$ cat src/core/wdt_consts.svh
// Purpose: constants of the watchdog interrupt block
// Assumes: 250 MHz clock, byte-addressed wishbone, 32-bit data
// Notes:   offsets are byte addresses of aligned words
`ifndef WDT_CONSTS_SVH
`define WDT_CONSTS_SVH

`define WDT_CLK_MHZ          250
`define WDT_RECOVER_US       250
`define WDT_RECOVER_CYC      (`WDT_RECOVER_US * `WDT_CLK_MHZ)

`define WDT_ADR_W            8
`define WDT_OFS_CTRL         8'h00
`define WDT_OFS_PERIOD       8'h04
`define WDT_OFS_SERVICE      8'h08
`define WDT_OFS_STATUS       8'h0c
`define WDT_OFS_ACK          8'h10
`define WDT_OFS_IRQ_EN       8'h14
`define WDT_OFS_COUNT        8'h18

`define WDT_SERVICE_KEY_A    32'h0000_a5a5
`define WDT_SERVICE_KEY_B    32'h0000_5a5a
`define WDT_PERIOD_RESET     32'h0001_0000

`define WDT_CTRL_EVT_LSB     0
`define WDT_CTRL_SAFE_BIT    2
`define WDT_ST_PEND_BIT      0
`define WDT_ST_OVR_BIT       1
`define WDT_ST_SAFE_BIT      2
`define WDT_ST_KEY_BIT       3
`define WDT_ACK_BIT          0
`define WDT_IRQ_EN_BIT       0

`endif

$ cat src/core/wdt_pkg.sv
// Purpose: types of the watchdog interrupt block
// Assumes: constants come from wdt_consts.svh
// Notes:   event codes select what an expiry does
package wdt_pkg;
  typedef enum logic [1:0] {
    EVT_OFF     = 2'b00,
    EVT_POLL    = 2'b01,
    EVT_ROUTE   = 2'b10,
    EVT_RSVD    = 2'b11
  } evt_cfg_t;

  typedef enum logic [1:0] {
    ST_IDLE     = 2'b00,
    ST_COUNT    = 2'b01,
    ST_OVERRUN  = 2'b10
  } wdt_state_t;
endpackage

$ cat src/core/wdt_bus_if.sv
// Purpose: decoded register access between bus slave and watchdog core
// Assumes: one-cycle strobes
// Notes:   none
`timescale 1ns/100ps
interface wdt_bus_if;
  logic        wr;
  logic        rd;
  logic [7:0]  adr;
  logic [31:0] wdat;
  logic [31:0] rdat;
  logic        hit;

  modport slave (output wr, output rd, output adr, output wdat, input rdat, input hit);
  modport core  (input wr, input rd, input adr, input wdat, output rdat, output hit);
endinterface

$ cat src/core/wdt_wb_slave.sv
// Purpose: classic wishbone slave, one access per request, ack one cycle later
// Assumes: 32-bit data, word writes only
// Notes:   unmapped address gives err instead of ack
`timescale 1ns/100ps
`include "wdt_consts.svh"
module wdt_wb_slave
  import wdt_pkg::*;
(
  input  wire logic        clk_i,
  input  wire logic        rst_i,
  input  wire logic        cyc_i,
  input  wire logic        stb_i,
  input  wire logic        we_i,
  input  wire logic [7:0]  adr_i,
  input  wire logic [3:0]  sel_i,
  input  wire logic [31:0] dat_i,
  output logic      [31:0] dat_o,
  output logic             ack_o,
  output logic             err_o,
  wdt_bus_if.slave         bus
);
  typedef struct packed {
    logic        ack;
    logic        err;
    logic [31:0] dat;
  } wb_state_t;

  wb_state_t s_q;
  wb_state_t s_d;
  logic      req;

  assign req      = cyc_i & stb_i & ~s_q.ack & ~s_q.err;
  assign bus.adr  = adr_i;
  assign bus.wdat = dat_i;
  assign bus.wr   = req & we_i & (&sel_i) & bus.hit;
  assign bus.rd   = req & ~we_i & bus.hit;

  always_comb begin
    s_d     = s_q;
    s_d.ack = req & bus.hit;
    s_d.err = req & ~bus.hit;
    if (bus.rd) begin
      s_d.dat = bus.rdat;
    end
  end

  always_ff @(posedge clk_i) begin
    if (rst_i) begin
      s_q <= '0;
    end else begin
      s_q <= s_d;
    end
  end

  assign ack_o = s_q.ack;
  assign err_o = s_q.err;
  assign dat_o = s_q.dat;
endmodule

$ cat src/core/watchdog_interrupt_control.sv
// Purpose: watchdog period counter with latched expiry interrupt
// Assumes: one 250 MHz clock, synchronous active-high reset
// Notes:   service is two writes of keys, first then second
// Function
// - when enabled, an expiry raises an interrupt request at that moment.
// - the interrupt is readable as status and forwardable to the controller, chosen by configuration.
// - the interrupt stays pending until software writes an explicit acknowledge.
// - the source enable gates only forwarding, never the latch or the timing.
// - the watchdog request is presented above other hardware interrupt sources.
// - the overrun state ends by itself after 250 us.
// - recovery starts a fresh count with the previously selected period.
// - a valid service during overrun ends it early and restarts the count.
// - a full period without a valid service write makes the watchdog expire.
// - once safe mode is entered, period and event configuration are frozen and the mode cannot be left.
// - after reset the watchdog is in flexible mode and disabled.
// - in flexible mode period and event configuration change at runtime, and event off disables the watchdog.
//
// Design decisions made here: the Wishbone interface to the registers and the placing of the registers.
`timescale 1ns/100ps
`include "wdt_consts.svh"
module watchdog_interrupt_control
  import wdt_pkg::*;
(
  input  wire logic        clk_i,
  input  wire logic        rst_i,
  input  wire logic        cyc_i,
  input  wire logic        stb_i,
  input  wire logic        we_i,
  input  wire logic [7:0]  adr_i,
  input  wire logic [3:0]  sel_i,
  input  wire logic [31:0] dat_i,
  output logic      [31:0] dat_o,
  output logic             ack_o,
  output logic             err_o,
  input  wire logic        other_irq_i,
  output logic             wdt_irq_o,
  output logic             other_irq_o,
  output logic             expired_o
);
  localparam logic [31:0] RECOVER_CYC = 32'(`WDT_RECOVER_CYC);

  typedef struct packed {
    wdt_state_t  state;
    evt_cfg_t    evt;
    logic        safe;
    logic [31:0] period;
    logic [31:0] count;
    logic        pend;
    logic        irq_en;
    logic        key_armed;
    logic        expired;
  } core_state_t;

  // power-up: flexible mode, supervision off
  localparam core_state_t RESET_STATE = '{
    state:     ST_IDLE,
    evt:       EVT_OFF,
    safe:      1'b0,
    period:    `WDT_PERIOD_RESET,
    count:     32'h0000_0000,
    pend:      1'b0,
    irq_en:    1'b0,
    key_armed: 1'b0,
    expired:   1'b0
  };

  core_state_t s_q;
  core_state_t s_d;
  wdt_bus_if   bus ();

  logic        expire;
  logic        service;
  logic        cfg_open;
  logic        ack_wr;
  logic        wr_ctrl;
  logic        wr_period;
  logic        wr_service;
  logic        wr_ack;
  logic        wr_irq_en;

  wdt_wb_slave u_slave (
    .clk_i (clk_i),
    .rst_i (rst_i),
    .cyc_i (cyc_i),
    .stb_i (stb_i),
    .we_i  (we_i),
    .adr_i (adr_i),
    .sel_i (sel_i),
    .dat_i (dat_i),
    .dat_o (dat_o),
    .ack_o (ack_o),
    .err_o (err_o),
    .bus   (bus)
  );

  // one write strobe per writable register
  always_comb begin
    wr_ctrl    = 1'b0;
    wr_period  = 1'b0;
    wr_service = 1'b0;
    wr_ack     = 1'b0;
    wr_irq_en  = 1'b0;
    if (bus.wr) begin
      if (bus.adr == `WDT_OFS_CTRL) begin
        wr_ctrl = 1'b1;
      end else if (bus.adr == `WDT_OFS_PERIOD) begin
        wr_period = 1'b1;
      end else if (bus.adr == `WDT_OFS_SERVICE) begin
        wr_service = 1'b1;
      end else if (bus.adr == `WDT_OFS_ACK) begin
        wr_ack = 1'b1;
      end else if (bus.adr == `WDT_OFS_IRQ_EN) begin
        wr_irq_en = 1'b1;
      end
    end
  end

  always_comb begin
    bus.hit = 1'b0;
    if (bus.adr == `WDT_OFS_CTRL) begin
      bus.hit = 1'b1;
    end else if (bus.adr == `WDT_OFS_PERIOD) begin
      bus.hit = 1'b1;
    end else if (bus.adr == `WDT_OFS_SERVICE) begin
      bus.hit = 1'b1;
    end else if (bus.adr == `WDT_OFS_STATUS) begin
      bus.hit = 1'b1;
    end else if (bus.adr == `WDT_OFS_ACK) begin
      bus.hit = 1'b1;
    end else if (bus.adr == `WDT_OFS_IRQ_EN) begin
      bus.hit = 1'b1;
    end else if (bus.adr == `WDT_OFS_COUNT) begin
      bus.hit = 1'b1;
    end
  end

  always_comb begin
    bus.rdat = '0;
    if (bus.adr == `WDT_OFS_CTRL) begin
      bus.rdat[`WDT_CTRL_EVT_LSB +: 2] = s_q.evt;
      bus.rdat[`WDT_CTRL_SAFE_BIT]     = s_q.safe;
    end else if (bus.adr == `WDT_OFS_PERIOD) begin
      bus.rdat = s_q.period;
    end else if (bus.adr == `WDT_OFS_STATUS) begin
      bus.rdat[`WDT_ST_PEND_BIT] = s_q.pend;
      bus.rdat[`WDT_ST_OVR_BIT]  = (s_q.state == ST_OVERRUN);
      bus.rdat[`WDT_ST_SAFE_BIT] = s_q.safe;
      bus.rdat[`WDT_ST_KEY_BIT]  = s_q.key_armed;
    end else if (bus.adr == `WDT_OFS_IRQ_EN) begin
      bus.rdat[`WDT_IRQ_EN_BIT] = s_q.irq_en;
    end else if (bus.adr == `WDT_OFS_COUNT) begin
      bus.rdat = s_q.count;
    end
  end

  assign cfg_open = ~s_q.safe;
  assign ack_wr   = wr_ack & bus.wdat[`WDT_ACK_BIT];
  // second key after first completes a service
  assign service  = wr_service & s_q.key_armed
                  & (bus.wdat == `WDT_SERVICE_KEY_B);
  assign expire   = (s_q.state == ST_COUNT) & (s_q.count == 32'h0000_0001) & ~service;

  always_comb begin
    s_d         = s_q;
    s_d.expired = 1'b0;
    if (wr_service) begin
      s_d.key_armed = (bus.wdat == `WDT_SERVICE_KEY_A);
    end
    if (wr_ctrl & cfg_open) begin
      s_d.evt  = evt_cfg_t'(bus.wdat[`WDT_CTRL_EVT_LSB +: 2]);
      s_d.safe = bus.wdat[`WDT_CTRL_SAFE_BIT];
    end
    if (wr_period & cfg_open & (bus.wdat != 32'h0)) begin
      s_d.period = bus.wdat;
    end
    if (wr_irq_en) begin
      s_d.irq_en = bus.wdat[`WDT_IRQ_EN_BIT];
    end
    if (ack_wr) begin
      s_d.pend = 1'b0;
    end
    case (s_q.state)
      ST_IDLE: begin
        if (s_q.evt != EVT_OFF) begin
          s_d.state = ST_COUNT;
          s_d.count = s_q.period;
        end
      end
      ST_COUNT: begin
        if (s_q.evt == EVT_OFF) begin
          s_d.state = ST_IDLE;
        end else if (service) begin
          s_d.count = s_q.period;
        end else if (expire) begin
          s_d.state   = ST_OVERRUN;
          s_d.count   = RECOVER_CYC;
          s_d.expired = 1'b1;
          s_d.pend    = 1'b1;
        end else begin
          s_d.count = s_q.count - 32'h0000_0001;
        end
      end
      ST_OVERRUN: begin
        if (service | (s_q.count == 32'h0000_0001)) begin
          s_d.state = ST_COUNT;
          s_d.count = s_q.period;
        end else begin
          s_d.count = s_q.count - 32'h0000_0001;
        end
      end
      default: begin
        s_d.state = ST_IDLE;
      end
    endcase
  end

  always_ff @(posedge clk_i) begin
    if (rst_i) begin
      s_q <= RESET_STATE;
    end else begin
      s_q <= s_d;
    end
  end

  // forwarding only when routed and enabled; latch untouched
  assign wdt_irq_o   = s_q.pend & s_q.irq_en & (s_q.evt == EVT_ROUTE);
  assign other_irq_o = other_irq_i & ~wdt_irq_o;
  assign expired_o   = s_q.expired;
endmodule

$ cat config.mk
export PLATFORM = sky130hd
export DESIGN_NAME = watchdog_interrupt_control
export DESIGN_NICKNAME = d
export VERILOG_FILES = /design/src/core/wdt_pkg.sv /design/src/core/wdt_bus_if.sv /design/src/core/wdt_wb_slave.sv /design/src/core/watchdog_interrupt_control.sv
export VERILOG_INCLUDE_DIRS = /design/src /design/src/core
export SDC_FILE = /design/constraint.sdc
export NUM_CORES = 1
export LEC_CHECK = 0
export ABC_CLOCK_PERIOD_IN_PS = 2800
export BUFFER_PORTS_ARGS = -buffer_cell sky130_fd_sc_hd__buf_2
export CAP_MARGIN = 10
export CORE_MARGIN = 4
export CORE_UTILIZATION = 56
export CTS_CLUSTER_DIAMETER = 50
export DETAILED_ROUTE_END_ITERATION = 12
export GPL_ROUTABILITY_DRIVEN = 0
export PLACE_DENSITY = 0.82
export SLEW_MARGIN = 20
export SYNTH_ARGS = -nofsm -noshare
export SYNTH_HDL_FRONTEND = slang
export SYNTH_SLANG_ARGS = --single-unit
$ cat constraint.sdc
create_clock -name clk_i -period 2.8 [get_ports clk_i]
set_input_delay 0.14 -clock clk_i [delete_from_list [all_inputs] [get_ports clk_i]]
set_output_delay 0.14 -clock clk_i [all_outputs]
set_load 0.02 [all_outputs]
# Word level (Yosys, flattened, before mapping)
# Index checks and enable logic that the tools add are counted.
word_totals:
  register_bits: 107
  latch_bits: 0
  ramBits: 0
  romBits: 0
  input_bits: 50
  output_inout_bits: 37
  n_memories: 0
classes:
  addsub: 1
  mul: 0
  n_div: 0
  magnitude_cmp: 0
  n_eq_ne: 17
  shift: 0
  mux: 52
  bitwise_logic: 30
  reduce_logical: 10
ops:
  columns: ["cell", "n"]
  rows:
  - ["$mux 32", 6]
  - ["$pmux 32 s3", 1]
  - ["$mux 1", 33]
  - ["$mux 33", 1]
  - ["$eq 32x1->1 const B", 1]
  - ["$eq 32x15->1 const B", 1]
  - ["$eq 32x16->1 const B", 1]
  - ["$reduce_bool 32->1", 1]
  - ["$sub 32x1->32 const B", 1]
  - ["$mux 31", 1]
  - ["$mux 29", 1]
  - ["$mux 28", 1]
  - ["$eq 8x5->1 const B", 3]
  - ["$and 1x1->1", 21]
  - ["$eq 8x4->1 const B", 2]
  - ["$mux 2", 5]
  - ["$eq 8x3->1 const B", 1]
  - ["$logic_not 8->1", 1]
  - ["$not 1->1", 8]
  - ["$reduce_and 4->1", 2]
  - ["$ne 3x2->1 const B", 2]
  - ["$pmux 2 s3", 1]
  - ["$eq 2x2->1 const B", 2]
  - ["$logic_not 2->1", 2]
  - ["10 further kinds", 11]

# Logic depth before layout (Yosys ltp)
depth:
  depth_word: 18
  ltp_mapped: 10
  depth_no_buf: 8

# By module
# Synthesis repeated with hierarchy kept, for this count alone.
hier_totals:
  hier_cells: 761
  hier_area_um2: 6459.9
modules_own_cells:
  columns: ["module", "n_inst", "cells_per_inst", "area_each_um2", "seq_area_each_um2"]
  rows:
  - ["watchdog_interrupt_control", 1, 572, 4621.9, 1461.4]
  - ["wdt_wb_slave", 1, 189, 1838.0, 680.7]

# Worst setup path before layout
# OpenSTA, ideal clock, no wires.
synth_path:
  path_type: "register -> register"
  startpoint: "register s_q[28] in the netlist's numbering"
  endpoint: "register s_q[32] in the netlist's numbering"
  setup_time_ns: 0.134
  arrival_ns: 2.309
  required_ns: 2.666
  setup_slack_ns: 0.357
  path_stages_with_launch: 8
  period_less_slack_ns: 2.443
  path_cell_list: "dfxtp_1 or4_1 or4_4 nor3_4 nor3_1 buf_2 a32oi_1 o22ai_1"
synth_via:
  elab_chain_cells: 7
synth_lines:
  columns: ["item", "line_no", "source"]
  rows:
  - ["start, declared", "watchdog_interrupt_control.sv:67", "core_state_t s_q;"]
  - ["start signal, assigned", "watchdog_interrupt_control.sv:219", "s_q <= RESET_STATE;"]
  - ["start signal, assigned", "watchdog_interrupt_control.sv:221", "s_q <= s_d;"]
  - ["parallel branches: the longest is 6 deep, another holds $sub 32x1->32", null, null]
  - ["$pmux 32 s3 (*)", "watchdog_interrupt_control.sv:182", "case (s_q.state)"]
# Mark *: on every way between the ends. The select of a mux whose other input is x is not followed.
# A chain may end at the register's enable or synchronous reset.

# Worst setup path in the final report
layout_path:
  startpoint: "register s_q[5] in the netlist's numbering"
  endpoint: "register s_q[5] in the netlist's numbering"
# Same word-level chain as after synthesis.

==> metrics.txt <==
wirelength, routed 16,200 um; Tmin final around 2.7 ns; RR Endpoint s_q[5]; number of top-level pins 87; post-detailed-route count of antenna-violating nets 0; Die Width roughly 110 um; pin count of the biggest net entering global routing 73; CTS root buf clkbuf_8; Worst Setup End Kind flop; post-synth top area share 38.2%; FILL cells around 830; setup ws final 0.142 ns; WHS between 0.01 and 0.015 ns; synth top area cells dfxtp_1 38%, nor2_1 7.4%, a211oi_1 6.6%; Commonest cells post-synth 110 x nor2_1, 107 x dfxtp_1, 49 x a211oi_1; initial antenna violation count 0; Top FF cell, synth dfxtp_1; hold violation total from the final report 0; CP top delay family simple AND/OR/NAND/NOR gates; Max FO, Critical Path 8; Crit Path Category flop to flop; final setup violation count 0; clk sinks between 100 and 150; worst slew pin tran between 1 and 1.5 ns; Stages on worst setup path 9; Max-slew headroom between 30% and 40%; dpl cell area approximately 6300 um2; # DRC 0; die area roughly 12,000 um2; vias per cell 6.40; Clock Skews around 0.013 ns; post-place setup slack 0.251 ns; Worst Path Required 3.09 ns; DR pass1 iterations 6; FP Rows 36; VDD IR-drop max around 0.48 mV; initial core utilization a little under three fifths; Area Growth Syn to Fin 17.8%; CP max-delay cell nor3_1; Mapped Avg Cell Area ~8.3 um2; Initial DRC Count 631; synthesized flop and latch total between 100 and 150; number of flops mapped to enable cells by yosys 0; area leader, netlist dfxtp_1; hold path depth 3; ordered cell list for the critical path inv_1, ha_1, nor4b_1, nand4_1, nor3_4, nor3_1, buf_4, a21oi_1, a221oi_1; post-synth net total between 700 and 800; via count 5,727; Mapped Cells a little under 700; worst-case clock buffer depth 2; worst reg2reg startpoint s_q[5]; PortBufs 86; crit path launch type flop; first-pass GRT wire length roughly 26,000 um; Total GRT Usage 27.9%; fin. max-slew vios 0; mapped cell area between 5000 and 6000 um2; Final #Nets 813; post-layout util about two thirds; Avg WL per Cell ~18 um; fin crit share a little over nine tenths; Final HPWL DP between 10,000 and 15,000 um; Yosys Warn Count 0; CTS tree yes; clock-pin slew on the worst setup and hold paths approximately 0.11 ns; max cap viols 0; Leak Pwr 2.69 nW; layout cell share with drive strength beyond 1 20.2%; Hold/Removal Path Class primary input to flop; Final TNS setup 0 ns; GRT overflow 0; setup slack, reg-to-reg about 0.14 ns; CP Data Arrival Time roughly 3 ns; count leader, synth nor2_1; # diodes 0; Worst Hold Endpoint s_q[57]; Max Clk Rate roughly 380 MHz; Core Area ~10000 um2; distinct cell type count after synthesis 56; Die Ht 108 um; Crit. Startpoint s_q[5]; H-tree depth 3; RSZ-0062 raised after global routing no; largest stage delay on the critical path ~0.84 ns; clk_lat worst skew 0.39 ns; r2r worst-path depth 9; Post-synth ARST share 0%; CTS buffer count 9; vias in the first global route about 5.3k; fin area 6610 um2; Pwr per Cell Area between 800 and 900 nW/um2; critical path buffer and inverter count 2; outcome finished clean; hold path start dat_i[21]; Seq/Total Area, Yosys 38.2%
[layout make-up]
class	instances	area [um2]	area share (%)
Tap cell	133	166	2.52
Sequential cell	107	2140	32.4
Timing Repair Buffer	122	753	11.4
Clock buffer	11	151	2.29
Clock inverter	5	65.1	0.985
Inverter	7	26.3	0.398
Multi-Input combinational cell	510	3300	50.0
[flip-flops by register name, summed over array words and instances, names as in the netlist]
signal,flops
u_slave.dat_o,32
s_q,72
u_slave.ack_o,1
u_slave.err_o,1
expired_o,1
[worst min-delay path, stage by stage]
cell and delay, ns:
buf_2 0.10, mux2i_1 0.06, nor2_1 0.07
[worst max-delay path by stage]
stage	end	slack [ns]
final	s_q[5]	0.14
after global routing	s_q[5]	0.01
after CTS	s_q[8]	0.18
after detailed placement	s_q[5]	0.25
after global placement	s_q[9]	0.31
after floorplan	s_q[32]	0.36
[per-layer routing]
metal | wire, um | vias to the layer above | track usage [%]
met5 | 0 | - | 0
met4 | 426 | 0 | 10.2
met3 | 1510 | 52 | 3.64
met2 | 7510 | 356 | 44.4
met1 | 6750 | 2631 | 38.9
li1 | - | 2688 | -
[cells in the final DEF, fill, tap and decap left out, drive strengths merged, types with 6 or more instances in the layout]
cell    Yosys  layout
buf         8     117
xnor2       7       7
dfxtp     107     107
nand3      18      18
nand4      11      11
a221oi      7       7
mux2i      35      35
ha          6       6
or3        14      14
nor3       14      14
xor2       19      19
o21ai      35      35
clkbuf     42      11
a22oi      33      33
a211oi     49      49
a21oi      28      28
inv         7      10
nor2      110     110
nand2      28      28
nor4       26      26
[repair_timing]
| action | in CTS | in global routing |
|---|---|---|
| endpoints found under the hold margin | 5 | 0 |
| hold buffers | 5 | 0 |
| buffers inserted | 0 | 0 |
| setup endpoints to repair | 0 | 16 |
| resized for setup | 0 | 3 |
[stage by stage]
| stage | cells | total power, mW |
|---|---|---|
| 6_report | 895 | 5.82 |
| 5_1_grt | 895 | 6.18 |
| 4_1_cts | 895 | 5.74 |
| 3_5_place_dp | 874 | 4.68 |
| 3_3_place_gp | 874 | 4.61 |
| 2_1_floorplan | 674 | 3.88 |
[logic make-up after synthesis]
family                   count (synthesis)  synth area share, %
multiplexers                            36                 6.45
AO/OA/AOI/OAI                          185                 22.8
buffers and inverters                   57                 4.04
XOR/XNOR                                26                 4.06
AND/OR/NAND/NOR                        257                 23.1
flip-flops                             107                 38.2
adder cells (fa/ha/maj)                  6                 1.34
[where the power goes]
part           internal, mW  leakage (nW)  total [mW]  switching [mW]
clock network         0.474         0.111        1.03           0.554
logic                  1.16          1.72        2.83            1.66
registers              1.69         0.865        1.96           0.271
Note: power is estimated with default switching activity, not from simulation.
